==> src/core/lbe_pkg.sv <==
// Constants for the loopback and receive error mask block.
// Assumes a 40 MHz clock and a 32-bit AHB-Lite register bus.
package lbe_pkg;
  // ==========================================================
  // Register map (byte addresses)
  localparam logic [7:0] LBE_OFS_CTRL = 8'h18;
  localparam logic [7:0] LBE_OFS_IRQ_STAT = 8'h20;
  localparam logic [7:0] LBE_OFS_IRQ_MASK = 8'h24;
  // ==========================================================
  // Control register fields
  localparam int LBE_LB_LSB = 8;
  localparam int LBE_CODE_BIT = 4;
  localparam int LBE_PE_BIT = 3;
  localparam int LBE_LINK_BIT = 2;
  localparam int LBE_PKT_BIT = 1;
  localparam logic [1:0] LBE_LB_RESET = 2'h0;
  localparam logic [3:0] LBE_MASK_RESET = 4'h0;
  // ==========================================================
  // Interrupt events, one bit each
  localparam int LBE_NUM_EV = 5;
  localparam int LBE_EV_CODE = 0;
  localparam int LBE_EV_PEND = 1;
  localparam int LBE_EV_LINK = 2;
  localparam int LBE_EV_PKT = 3;
  localparam int LBE_EV_DEAD = 4;
  // ==========================================================
  // Substituted nibbles
  localparam logic [3:0] LBE_NIB_CODE1 = 4'h5;
  localparam logic [3:0] LBE_NIB_PEND1 = 4'h4;
  localparam logic [3:0] LBE_NIB_ERR0 = 4'h6;
  localparam logic [3:0] LBE_NIB_LINK = 4'h3;
  localparam logic [3:0] LBE_NIB_PKT = 4'h2;
  // ==========================================================
  // Timing
  localparam int LBE_CLK_PERIOD_NS = 25;
  localparam int LBE_DEAD_TIME_US = 330;
  localparam int LBE_PKT_TIMEOUT_US = 722;
  localparam int LBE_DEAD_CYCLES = (LBE_DEAD_TIME_US * 1000
    + LBE_CLK_PERIOD_NS - 1) / LBE_CLK_PERIOD_NS;
  localparam int LBE_PKT_CYCLES = (LBE_PKT_TIMEOUT_US * 1000
    + LBE_CLK_PERIOD_NS - 1) / LBE_CLK_PERIOD_NS;
  localparam int LBE_CNT_W = 16;
  // ==========================================================
  // Loopback modes
  typedef enum logic [1:0] {
    LBE_LB_NORMAL = 2'h0,
    LBE_LB_XCVR = 2'h1,
    LBE_LB_REMOTE = 2'h2,
    LBE_LB_RSVD = 2'h3
  } lbe_loop_type;
endpackage : lbe_pkg

==> src/core/lbe_stream_check.sv <==
// Receive symbol stream checker: premature end and packet timeout.
// Assumes decoded symbol flags arrive synchronous to clk.
`timescale 1ns/1ps
module lbe_stream_check #(
  parameter int PKT_CYCLES = lbe_pkg::LBE_PKT_CYCLES
) (
  input wire logic clk,
  input wire logic nrst,
  input wire logic symValid,
  input wire logic symStart,
  input wire logic symIdle,
  input wire logic symT,
  input wire logic symR,
  output logic prematureEnd,
  output logic packetTimeout
);
  import lbe_pkg::*;

  logic inPacket;
  logic lastIdle;
  logic lastT;
  logic [LBE_CNT_W-1:0] pktCount;
  logic idlePair;
  logic endDelim;

  // Two idles in a row inside a frame, or T followed by R
  assign idlePair = symValid && symIdle && lastIdle && inPacket;
  assign endDelim = symValid && symR && lastT;

  // ==========================================================
  // Frame tracking
  always_ff @(posedge clk or negedge nrst) begin
    if (!nrst) begin
      inPacket <= 1'b0;
      lastIdle <= 1'b0;
      lastT <= 1'b0;
    end else if (symValid) begin
      lastIdle <= symIdle;
      lastT <= symT;
      if (symStart) begin
        inPacket <= 1'b1;
      end else if (endDelim || idlePair) begin
        inPacket <= 1'b0;
      end
    end
  end

  // Premature end flagged for the symbol that completes the idle pair
  always_ff @(posedge clk or negedge nrst) begin
    if (!nrst) begin
      prematureEnd <= 1'b0;
    end else begin
      prematureEnd <= idlePair;
    end
  end

  // Saturating frame length count; timeout holds until the frame ends
  always_ff @(posedge clk or negedge nrst) begin
    if (!nrst) begin
      pktCount <= '0;
      packetTimeout <= 1'b0;
    end else if (!inPacket) begin
      pktCount <= '0;
      packetTimeout <= 1'b0;
    end else if (pktCount >= LBE_CNT_W'(PKT_CYCLES - 1)) begin
      packetTimeout <= 1'b1;
    end else begin
      pktCount <= pktCount + LBE_CNT_W'(1);
    end
  end
endmodule : lbe_stream_check

==> src/core/lbe_rx_error_mask.sv <==
// Loopback control and receive error reporting for a 10/100 PHY.
// Assumes an AHB-Lite master with one slave, and receive inputs
// synchronous to clk. Only whole-word transfers are expected, so
// hsize and the upper address bits are not decoded. Dead time and
// packet timeout count clk cycles.
//
// Operation
// - Loopback select resets to 00 (normal); 11 is reserved.
// - Select 01 puts the external transceiver into loopback.
// - Select 10 returns received data to the transmit channel.
// - After entering transceiver loopback, no valid receive data for 330 us.
// - Code error drives RX_ER and nibble 5h if masked on, else 6h.
// - Premature end drives RX_ER and nibble 4h if masked on, else 6h.
// - Two idles before the T/R delimiter mean premature end.
// - Link error mask on gives 3h with RX_ER; off passes data.
// - Packet error mask on gives 2h with RX_ER; off passes data.
// - A packet longer than 722 us is a packet error.
//
// Added by the designer: the placing of the registers and register access over AHB-Lite.
`timescale 1ns/1ps
module lbe_rx_error_mask #(
  parameter int DEAD_CYCLES = lbe_pkg::LBE_DEAD_CYCLES,
  parameter int PKT_CYCLES = lbe_pkg::LBE_PKT_CYCLES
) (
  input wire logic clk,
  input wire logic nrst,
  // AHB-Lite slave
  input wire logic hsel,
  input wire logic [31:0] haddr,
  input wire logic [1:0] htrans,
  input wire logic hwrite,
  input wire logic [2:0] hsize,
  input wire logic [31:0] hwdata,
  input wire logic hready,
  output logic [31:0] hrdata,
  output logic hreadyout,
  output logic hresp,
  // Receive side from the decoder
  input wire logic [3:0] rxdIn,
  input wire logic rxDvIn,
  input wire logic codeErrIn,
  input wire logic linkErrIn,
  input wire logic symValid,
  input wire logic symStart,
  input wire logic symIdle,
  input wire logic symT,
  input wire logic symR,
  // MII receive outputs toward the MAC
  output logic [3:0] rxd,
  output logic rxDv,
  output logic rxEr,
  // Remote loopback into the transmit channel
  output logic [3:0] txdLoop,
  output logic txEnLoop,
  // Transceiver loopback control and interrupt request
  output logic xcvrLoopback,
  output logic irq
);
  import lbe_pkg::*;

  // ==========================================================
  // Bus slave state
  logic dataPhase;
  logic dataWrite;
  logic [7:0] dataAddr;
  logic addrTaken;

  // ==========================================================
  // Registers
  // Control word: loopback select in bits 9:8, then one mask bit
  // each for code (4), premature end (3), link (2) and packet (1)
  // errors. Reserved bits are not stored and read back as zero,
  // so a careless write of ones there cannot change behaviour.
  // Status and mask words share one layout, one bit per event.
  logic [1:0] loopbackSelect;
  logic codeErrorMask;
  logic prematureEndMask;
  logic linkErrorMask;
  logic packetErrorMask;
  logic [LBE_NUM_EV-1:0] irqStatus;
  logic [LBE_NUM_EV-1:0] irqMask;
  logic [LBE_NUM_EV-1:0] evSet;
  logic [LBE_NUM_EV-1:0] evClr;

  // ==========================================================
  // Receive path state
  logic prematureEnd;
  logic packetTimeout;
  logic [LBE_CNT_W-1:0] deadCount;
  logic deadActive;
  logic deadDone;
  logic [1:0] prevSelect;
  logic enterXcvr;
  logic [3:0] next_rxd;
  logic next_rxEr;
  logic next_rxDv;

  // Write strobe to a given register in the data phase
  function automatic logic wrHit(input logic [7:0] ofs);
    wrHit = dataPhase && dataWrite && (dataAddr == ofs);
  endfunction : wrHit

  // Read value of the control register; reserved bits read zero
  function automatic logic [31:0] ctrlWord();
    logic [31:0] w;
    w = '0;
    w[LBE_LB_LSB +: 2] = loopbackSelect;
    w[LBE_CODE_BIT] = codeErrorMask;
    w[LBE_PE_BIT] = prematureEndMask;
    w[LBE_LINK_BIT] = linkErrorMask;
    w[LBE_PKT_BIT] = packetErrorMask;
    ctrlWord = w;
  endfunction : ctrlWord

  // Mode decodes; the transceiver control and the dead-time edge
  // detect both need the first, so it lives in one place
  function automatic logic isXcvr(input logic [1:0] sel);
    isXcvr = (sel == LBE_LB_XCVR);
  endfunction : isXcvr

  function automatic logic isRemote(input logic [1:0] sel);
    isRemote = (sel == LBE_LB_REMOTE);
  endfunction : isRemote

  // ==========================================================
  // Address phase accepted on an active NONSEQ or SEQ transfer
  assign addrTaken = hsel && htrans[1] && hready;

  // One wait state per transfer keeps read data a clean flop
  // output and lets a write land before a following read samples.
  always_ff @(posedge clk or negedge nrst) begin
    if (!nrst) begin
      dataPhase <= 1'b0;
      dataWrite <= 1'b0;
      dataAddr <= 8'h00;
    end else if (addrTaken) begin
      dataPhase <= 1'b1;
      dataWrite <= hwrite;
      dataAddr <= haddr[7:0];
    end else begin
      dataPhase <= 1'b0;
    end
  end

  // Ready drops for the first data phase cycle only
  always_ff @(posedge clk or negedge nrst) begin
    if (!nrst) begin
      hreadyout <= 1'b1;
    end else begin
      hreadyout <= !addrTaken;
    end
  end

  // No transfer is ever refused, so the response stays OKAY
  always_ff @(posedge clk or negedge nrst) begin
    if (!nrst) begin
      hresp <= 1'b0;
    end else begin
      hresp <= 1'b0;
    end
  end

  // Read data captured in the wait cycle; unmapped reads give zero
  // and are still answered OKAY, so a probe of a wrong address
  // cannot hang the bus.
  always_ff @(posedge clk or negedge nrst) begin
    if (!nrst) begin
      hrdata <= 32'h0000_0000;
    end else if (dataPhase && !dataWrite) begin
      case (dataAddr)
        LBE_OFS_CTRL: hrdata <= ctrlWord();
        LBE_OFS_IRQ_STAT: hrdata <= 32'(irqStatus);
        LBE_OFS_IRQ_MASK: hrdata <= 32'(irqMask);
        default: hrdata <= 32'h0000_0000;
      endcase
    end
  end

  // ==========================================================
  // Control register; reserved bits are not stored
  // A write of select 11 is kept; the mode logic treats it as normal.
  always_ff @(posedge clk or negedge nrst) begin
    if (!nrst) begin
      loopbackSelect <= LBE_LB_RESET;
      codeErrorMask <= LBE_MASK_RESET[0];
      prematureEndMask <= LBE_MASK_RESET[1];
      linkErrorMask <= LBE_MASK_RESET[2];
      packetErrorMask <= LBE_MASK_RESET[3];
    end else if (wrHit(LBE_OFS_CTRL)) begin
      loopbackSelect <= hwdata[LBE_LB_LSB +: 2];
      codeErrorMask <= hwdata[LBE_CODE_BIT];
      prematureEndMask <= hwdata[LBE_PE_BIT];
      linkErrorMask <= hwdata[LBE_LINK_BIT];
      packetErrorMask <= hwdata[LBE_PKT_BIT];
    end
  end

  // ==========================================================
  // Interrupt mask
  always_ff @(posedge clk or negedge nrst) begin
    if (!nrst) begin
      irqMask <= '0;
    end else if (wrHit(LBE_OFS_IRQ_MASK)) begin
      irqMask <= hwdata[LBE_NUM_EV-1:0];
    end
  end

  // Events that raise sticky status
  assign evSet[LBE_EV_CODE] = codeErrIn && rxDvIn;
  assign evSet[LBE_EV_PEND] = prematureEnd;
  assign evSet[LBE_EV_LINK] = linkErrIn;
  assign evSet[LBE_EV_PKT] = packetTimeout;
  assign evSet[LBE_EV_DEAD] = deadDone;
  assign evClr = wrHit(LBE_OFS_IRQ_STAT) ? hwdata[LBE_NUM_EV-1:0] : '0;

  // Write-one-to-clear; a set in the same cycle wins over the clear
  for (genvar i = 0; i < LBE_NUM_EV; i++) begin : g_stat
    always_ff @(posedge clk or negedge nrst) begin
      if (!nrst) begin
        irqStatus[i] <= 1'b0;
      end else if (evSet[i]) begin
        irqStatus[i] <= 1'b1;
      end else if (evClr[i]) begin
        irqStatus[i] <= 1'b0;
      end
    end
  end

  // Level interrupt from unmasked status
  always_ff @(posedge clk or negedge nrst) begin
    if (!nrst) begin
      irq <= 1'b0;
    end else begin
      irq <= |(irqStatus & irqMask);
    end
  end

  // ==========================================================
  // Stream checks. Frame tracking lives in its own block so the
  // long timeout counter stays apart from the bus and mask logic.
  lbe_stream_check #(
    .PKT_CYCLES(PKT_CYCLES)
  ) u_check (
    .clk(clk),
    .nrst(nrst),
    .symValid(symValid),
    .symStart(symStart),
    .symIdle(symIdle),
    .symT(symT),
    .symR(symR),
    .prematureEnd(prematureEnd),
    .packetTimeout(packetTimeout)
  );

  // ==========================================================
  // Transceiver loopback control; reserved code 11 acts as normal
  always_ff @(posedge clk or negedge nrst) begin
    if (!nrst) begin
      xcvrLoopback <= 1'b0;
    end else begin
      xcvrLoopback <= isXcvr(loopbackSelect);
    end
  end

  // Remote loopback copy; held at zero in every other mode so the
  // transmit channel never picks up stray receive data
  always_ff @(posedge clk or negedge nrst) begin
    if (!nrst) begin
      txdLoop <= 4'h0;
      txEnLoop <= 1'b0;
    end else if (isRemote(loopbackSelect)) begin
      txdLoop <= rxdIn;
      txEnLoop <= rxDvIn;
    end else begin
      txdLoop <= 4'h0;
      txEnLoop <= 1'b0;
    end
  end

  // ==========================================================
  // Dead time after entering transceiver loopback
  // Leaving transceiver loopback early does not cut the dead time
  // short: the count runs out and still raises its status bit.
  assign enterXcvr = isXcvr(loopbackSelect) && !isXcvr(prevSelect);
  assign deadActive = (deadCount != '0);
  assign deadDone = (deadCount == LBE_CNT_W'(1));

  always_ff @(posedge clk or negedge nrst) begin
    if (!nrst) begin
      prevSelect <= LBE_LB_RESET;
      deadCount <= '0;
    end else begin
      prevSelect <= loopbackSelect;
      if (enterXcvr) begin
        deadCount <= LBE_CNT_W'(DEAD_CYCLES);
      end else if (deadActive) begin
        deadCount <= deadCount - LBE_CNT_W'(1);
      end
    end
  end

  // ==========================================================
  // Error substitution; code error outranks premature end,
  // then link, then packet errors. Only one nibble can stand in
  // a cycle, so a lower-ranked error that coincides is reported
  // through its status bit alone.
  always_comb begin
    next_rxd = rxdIn;
    next_rxDv = rxDvIn;
    next_rxEr = 1'b0;
    if (deadActive || enterXcvr) begin
      next_rxd = 4'h0;
      next_rxDv = 1'b0;
    end else if (codeErrIn) begin
      next_rxEr = 1'b1;
      next_rxd = codeErrorMask ? LBE_NIB_CODE1 : LBE_NIB_ERR0;
    end else if (prematureEnd) begin
      next_rxEr = 1'b1;
      next_rxd = prematureEndMask ? LBE_NIB_PEND1 : LBE_NIB_ERR0;
    end else if (linkErrIn && linkErrorMask) begin
      next_rxEr = 1'b1;
      next_rxd = LBE_NIB_LINK;
    end else if (packetTimeout && packetErrorMask) begin
      next_rxEr = 1'b1;
      next_rxd = LBE_NIB_PKT;
    end
  end

  // Registered MII receive outputs
  always_ff @(posedge clk or negedge nrst) begin
    if (!nrst) begin
      rxd <= 4'h0;
      rxDv <= 1'b0;
      rxEr <= 1'b0;
    end else begin
      rxd <= next_rxd;
      rxDv <= next_rxDv;
      rxEr <= next_rxEr;
    end
  end
endmodule : lbe_rx_error_mask

==> config.mk <==
export PLATFORM = sky130hd
export DESIGN_NAME = lbe_rx_error_mask
export DESIGN_NICKNAME = d
export VERILOG_FILES = /design/src/core/lbe_pkg.sv /design/src/core/lbe_stream_check.sv /design/src/core/lbe_rx_error_mask.sv
export SDC_FILE = /design/constraint.sdc
export NUM_CORES = 1
export LEC_CHECK = 0
export ABC_AREA = 1
export BUFFER_PORTS_ARGS = -buffer_cell sky130_fd_sc_hd__buf_2
export CAP_MARGIN = 20
export CORE_MARGIN = 2
export CORE_UTILIZATION = 25
export DETAILED_ROUTE_END_ITERATION = 12
export MAX_ROUTING_LAYER = met4
export PLACE_DENSITY = 0.43
export SLEW_MARGIN = 30
export SYNTH_ARGS = -nofsm -noshare
export SYNTH_HDL_FRONTEND = slang
export SYNTH_HIERARCHICAL = 1
export SYNTH_SLANG_ARGS = --single-unit
export TNS_END_PERCENT = 30
==> constraint.sdc <==
create_clock -name clk -period 1.45 [get_ports clk]
set_clock_uncertainty 0.1 [all_clocks]
set_input_delay 0.3625 -clock clk [delete_from_list [all_inputs] [get_ports clk]]
set_output_delay 0.3625 -clock clk [all_outputs]
set_load 0.02 [all_outputs]
### Word-level counts from Yosys, hierarchy flattened

Cells that the tools add are included.
W data, S select, Z words.

* $lt $le $gt $ge: 1
* bitwise logic cells: 1
* add/subtract/negate cells: 2
* mux-type cells: 36
* eq/ne operators: 9
* reduce and logical (&&, ||, !) cells: 31

Operators with widths (count)
* $mux W16: 4
* $pmux W10 S3: 1
* $mux W4: 6
* $mux W1: 22
* $add A16 B1 Y16 const B: 1
* $eq A16 B1 Y1 const B: 1
* $eq A8 B6 Y1 const B: 2
* $ge A16 B15 Y1 const B: 1
* $logic_and A1 B1 Y1: 16
* $reduce_bool A16 Y1: 1
* $sub A16 B1 Y16 const B: 1
* $reduce_bool A2 Y1: 7
* $eq A8 B5 Y1 const B: 1
* $and A5 B5 Y5: 1
* $mux W5: 1
* $reduce_or A5 Y1: 1
* $eq A2 B1 Y1 const B: 2
* $mux W2: 2
* $ne A2 B2 Y1 const B: 2
* $logic_not A1 Y1: 3
* $eq A2 B2 Y1 const B: 1
* $logic_or A1 B1 Y1: 2
* $reduce_and A2 Y1: 1

* output and inout port bits: 47
* logic and storage cells: 111
* register bits: 111

### Logic depth before layout (Yosys ltp)

* depth after elaboration: 6
* gate-level depth with buffers: 9
* gate-level depth less buffers: 9

### Hierarchy

Netlist, hierarchy kept.

Modules (own cells, without submodules)
* lbe_rx_error_mask: cells each 404, times used 1, sequential area each 1627.8 µm², area each 3289.4 µm²
* lbe_stream_check: cells each 175, times used 1, sequential area each 525.5 µm², area each 1255.0 µm²

### Least setup slack after synthesis

Ideal clock, no wire load.

* kind: register to register
* start point: reg u_check.pktCount[0]
* end point: reg u_check.pktCount[8]
* cell stages (with the launch flop): 10
* path buffers: 1
* arrival: 1320 ps
* data required time: 1233 ps
* library setup time: 117 ps
* period minus slack after synthesis: 1537 ps
* slack: -87 ps
* path through: dfrtp_1 ha_1 nand3_2 a21oi_2 nand2_2 nand2_4 nand2_4 buf_6 nand2_1 nand2_1

* longest elaborated chain between the ends: 3

Ends and longest elaborated chain
* start: declaration: RTL line lbe_stream_check.sv:22 `logic [LBE_CNT_W-1:0] pktCount;`
* start signal: assignment: RTL line lbe_stream_check.sv:68 `pktCount <= pktCount + LBE_CNT_W'(1);`
* $add A16 B1 Y16: RTL line lbe_stream_check.sv:68
* $mux W16: RTL line lbe_stream_check.sv:65 `end else if (pktCount >= LBE_CNT_W'(PKT_CYCLES - 1)) begin`
* $mux W16: RTL line lbe_stream_check.sv:62 `end else if (!inPacket) begin`

Several ways; a longest one is shown, not always the timed one. The select of a mux whose other input is x is not followed.
A chain may end at the register's enable or synchronous reset.

### Worst setup path in the final report

* start point: reg u_check.pktCount[0]
* end point: reg u_check.pktCount[1]

Same word-level chain as after synthesis.

==> metrics.md <==
| Metric | Value |
|---|---|
| Clk sinks | `86` |
| Row cnt | `49` |
| Critical path class | `flip-flop to flip-flop` |
| Setup crit start kind | `flip-flop` |
| Slowest stage delay, CP | `0.39 ns` |
| Max Cap Viol | `0` |
| Max Slew Vio Count | `0` |
| Layout cells sized above 1 | `between 20 and 30%` |
| Placed insts | `909` |
| Core Area | `0.0179 mm2` |
| Final Total Pwr | `between 7000 and 8000 uW` |
| Hold WS | `between 0.08 and 0.09 ns` |
| DR WL/cell | `12.3 um` |
| CP required | `1.62 ns` |
| GR Util All Layers | `12.8%` |
| Mapped Cells | `579` |
| TritonCTS Buffers | `9` |
| Hold Vio Cnt, Final | `0` |
| Met2 usage | `19.9%` |
| RSZ-0062 raised after global routing | `true` |
| Initial Utilization | `25.4%` |
| Final Core Density | `33.2%` |
| Clk_lat worst skew | `0.35 ns` |
| Worst Path Max Fanout | `15` |
| Global-route wire length before repair | `between 15 and 20 mm` |
| Delay-heaviest family, CP | `flip-flops` |
| Failing checks | `negative setup slack` |
| VDD IR max | `0.000533 V` |
| Avg Inst Size Synth | `7.85 um2` |
| Fin cells | `930` |
| Drt pass-1 iters | `4` |
| Initial antenna violation count | `1` |
| Slowest CP cell | `dfrtp_1` |
| Starting DRT DRC Count | `150` |
| Die Y | `between 100 and 150 um` |
| Post-synth EDFFs | `0` |
| # H-tree levels | `3` |
| Minimum clock period | `1.48 ns` |
| Cell variety after synth | `36` |
| CP arrival | `~1.7 ns` |
| Status | `finished with violations` |
| Largest net degree at the start of global routing | `52` |
| Post-DRT Antenna Nets | `0` |
| Placed wire-length estimate | `~8.7 mm` |
| Leak | `0.00298 uW` |
| Die W | `around 140 um` |
| Worst setup EP type | `flip-flop` |
| Vias | `3,943` |
| Grt total ovfl | `0` |
| Pre-CTS WS | `-0.135 ns` |
| Seq cells post-synth | `86` |
| Mapped Area | `between 0.004 and 0.005 mm2` |
| CTS tree | `built` |
| Fin worst setup slack | `-0.0305 ns` |
| Vias per cell | `4.24` |
| Ys async rst share | `between 90% and 100%` |
| Register area share after synthesis | `between 40% and 50%` |
| Top Usage Layer GRT | `met2` |
| PortBufs | `53` |
| PwrDens | `1200 mW/mm2` |
| Setup-failing EPs final | `14` |
| Ports | `approximately 130` |
| Tcrit/Tclk final | `102%` |
| Synthesis Warnings | `6` |
| Gp weighted congestion | `0.832` |
| GRT met1 Usage | `16.6%` |
| Vias in the first global route | `3,902` |
| Met3 Track Usage GR | `2.14%` |
| Clk slew on worst S/H paths | `roughly 0.070 ns` |
| Main synth FF type | `dfrtp_1` |
| Root Buffer Master | `clkbuf_16` |
| Max Freq | `675 MHz` |
| NumNets Final | `785` |
| Synthesis-to-finish area growth | `30.6%` |
| WP buf/inv | `1` |
| Critical Path, Cell by Cell | `ha_4 -> nand3_4 -> a21oi_2 -> nand2_2 -> nand2_4 -> buf_12 -> nand3_1 -> o21ai_1` |
| HP Class | `primary input to flip-flop` |
| DRC errors left | `0` |
| Die area | `roughly 0.019 mm2` |
| Final WL | `approximately 11 mm` |
| Clock Path Buffers | `2` |
## synthesized netlist by cell type, types with 4 or more instances
master    number  area (um2)
nand4_1       11        68.8
inv_1         60         225
o21ai_1        4        20.0
clkbuf_1       4        15.0
nor2_1        65         244
nand2_1      162         608
nand3_2        4        40.0
buf_4         26         195
ha_1           4        50.1
xor2_1         7        61.3
nor2_4         7        78.8
o21a_1         4        30.0
inv_2          5        18.8
o21ai_0       22         110
a21oi_1       10        50.1
dfrtp_1       85        2130
nand2_2        5        31.3
nand3_1       60         300
nor2_2         7        43.8
## repair_timing
action | 4_1_cts | 5_1_grt
hold buffers | 1 | 0
endpoints found under the setup margin | 37 | 45
gates resized for setup | 19 | 33
endpoints found under the hold margin | 86 | 0
buffers inserted | 2 | 1
pin swaps | 4 | 11
## power by group
group	switching [uW]	leakage, uW	internal [uW]
logic	997	0.00176	771
registers	222	0.00106	2650
clock network	1050	0.000152	1410
total	2270	0.00298	4840
## state kept, by name, summed over array words and instances (netlist names), 2 cells and up
register,count
dataAddr,8
deadCount,16
hrdata,7
irqMask,5
irqStatus,5
loopbackSelect,2
prevSelect,2
rxd,4
txdLoop,4
u_check/pktCount,16
## stage by stage
stage               instance area, um2  TNS [ns]
finish                            5940    -0.158
detailed placement                5430     -2.07
global route                      5940     -2.32
floorplan                         4640    -0.674
global placement                  5430     -1.32
CTS                               5830    -0.346
## worst paths after layout
check                           cells past startpoint                   to  slack [ns]                 from
max in group asynchronous                           3         deadCount[3]        0.48                 nrst
worst min-delay path                                2            hreadyout        0.08            htrans[1]
worst max register to register                      8  u_check/pktCount[1]       -0.03  u_check/pktCount[0]
worst max-delay path                                8  u_check/pktCount[1]       -0.03  u_check/pktCount[0]
worst min register to register                      0        prevSelect[0]        0.30    loopbackSelect[0]
min in group asynchronous                           2          dataAddr[1]        0.27                 nrst
## routing by layer
metal  wire length (um)  vias up
li1                   -     2016
met1               5480     1852
met3                308       16
met5                  0        -
met2               5460       59
met4                236        0
## area by class of cell
type | instances | area [um2]
Multi-Input combinational cell | 417 | 2130
Tap cell | 229 | 287
Inverter | 66 | 248
Antenna cell | 1 | 2.50
Sequential cell | 86 | 2150
Clock buffer | 10 | 239
Clock inverter | 6 | 75.1
Timing Repair Buffer | 115 | 800
Fill cell | 1906 | 12000
## placed cells by master (no fill, tap or decap), drive strengths merged, types with 2 or more instances in the layout
master / synthesis / final
o21ai: 27 / 27
nand3b: 3 / 3
clkbuf: 4 / 10
o21a: 4 / 4
or2: 4 / 4
nand3: 64 / 64
nand2: 169 / 169
a21oi: 12 / 12
buf: 31 / 114
xor2: 7 / 7
dfrtp: 85 / 85
ha: 4 / 4
nor3: 2 / 2
inv: 65 / 69
nand4: 11 / 11
nor2: 79 / 79
o31ai: 3 / 3
conb: 1 / 26
## cell families (layout without fill, tap and decap cells)
group | count (synthesis) | after routing | synth area share (%)
AO/OA/AOI/OAI | 48 | 48 | 6.03
AND/OR/NAND/NOR | 332 | 332 | 33.0
buffers and inverters | 101 | 197 | 11.0
adder cells (fa/ha/maj) | 4 | 4 | 1.10
XOR/XNOR | 7 | 7 | 1.35
other | 1 | 27 | 0.0825
flip-flops | 86 | 86 | 47.4
No activity file was read; power rests on OpenSTA's default activity.
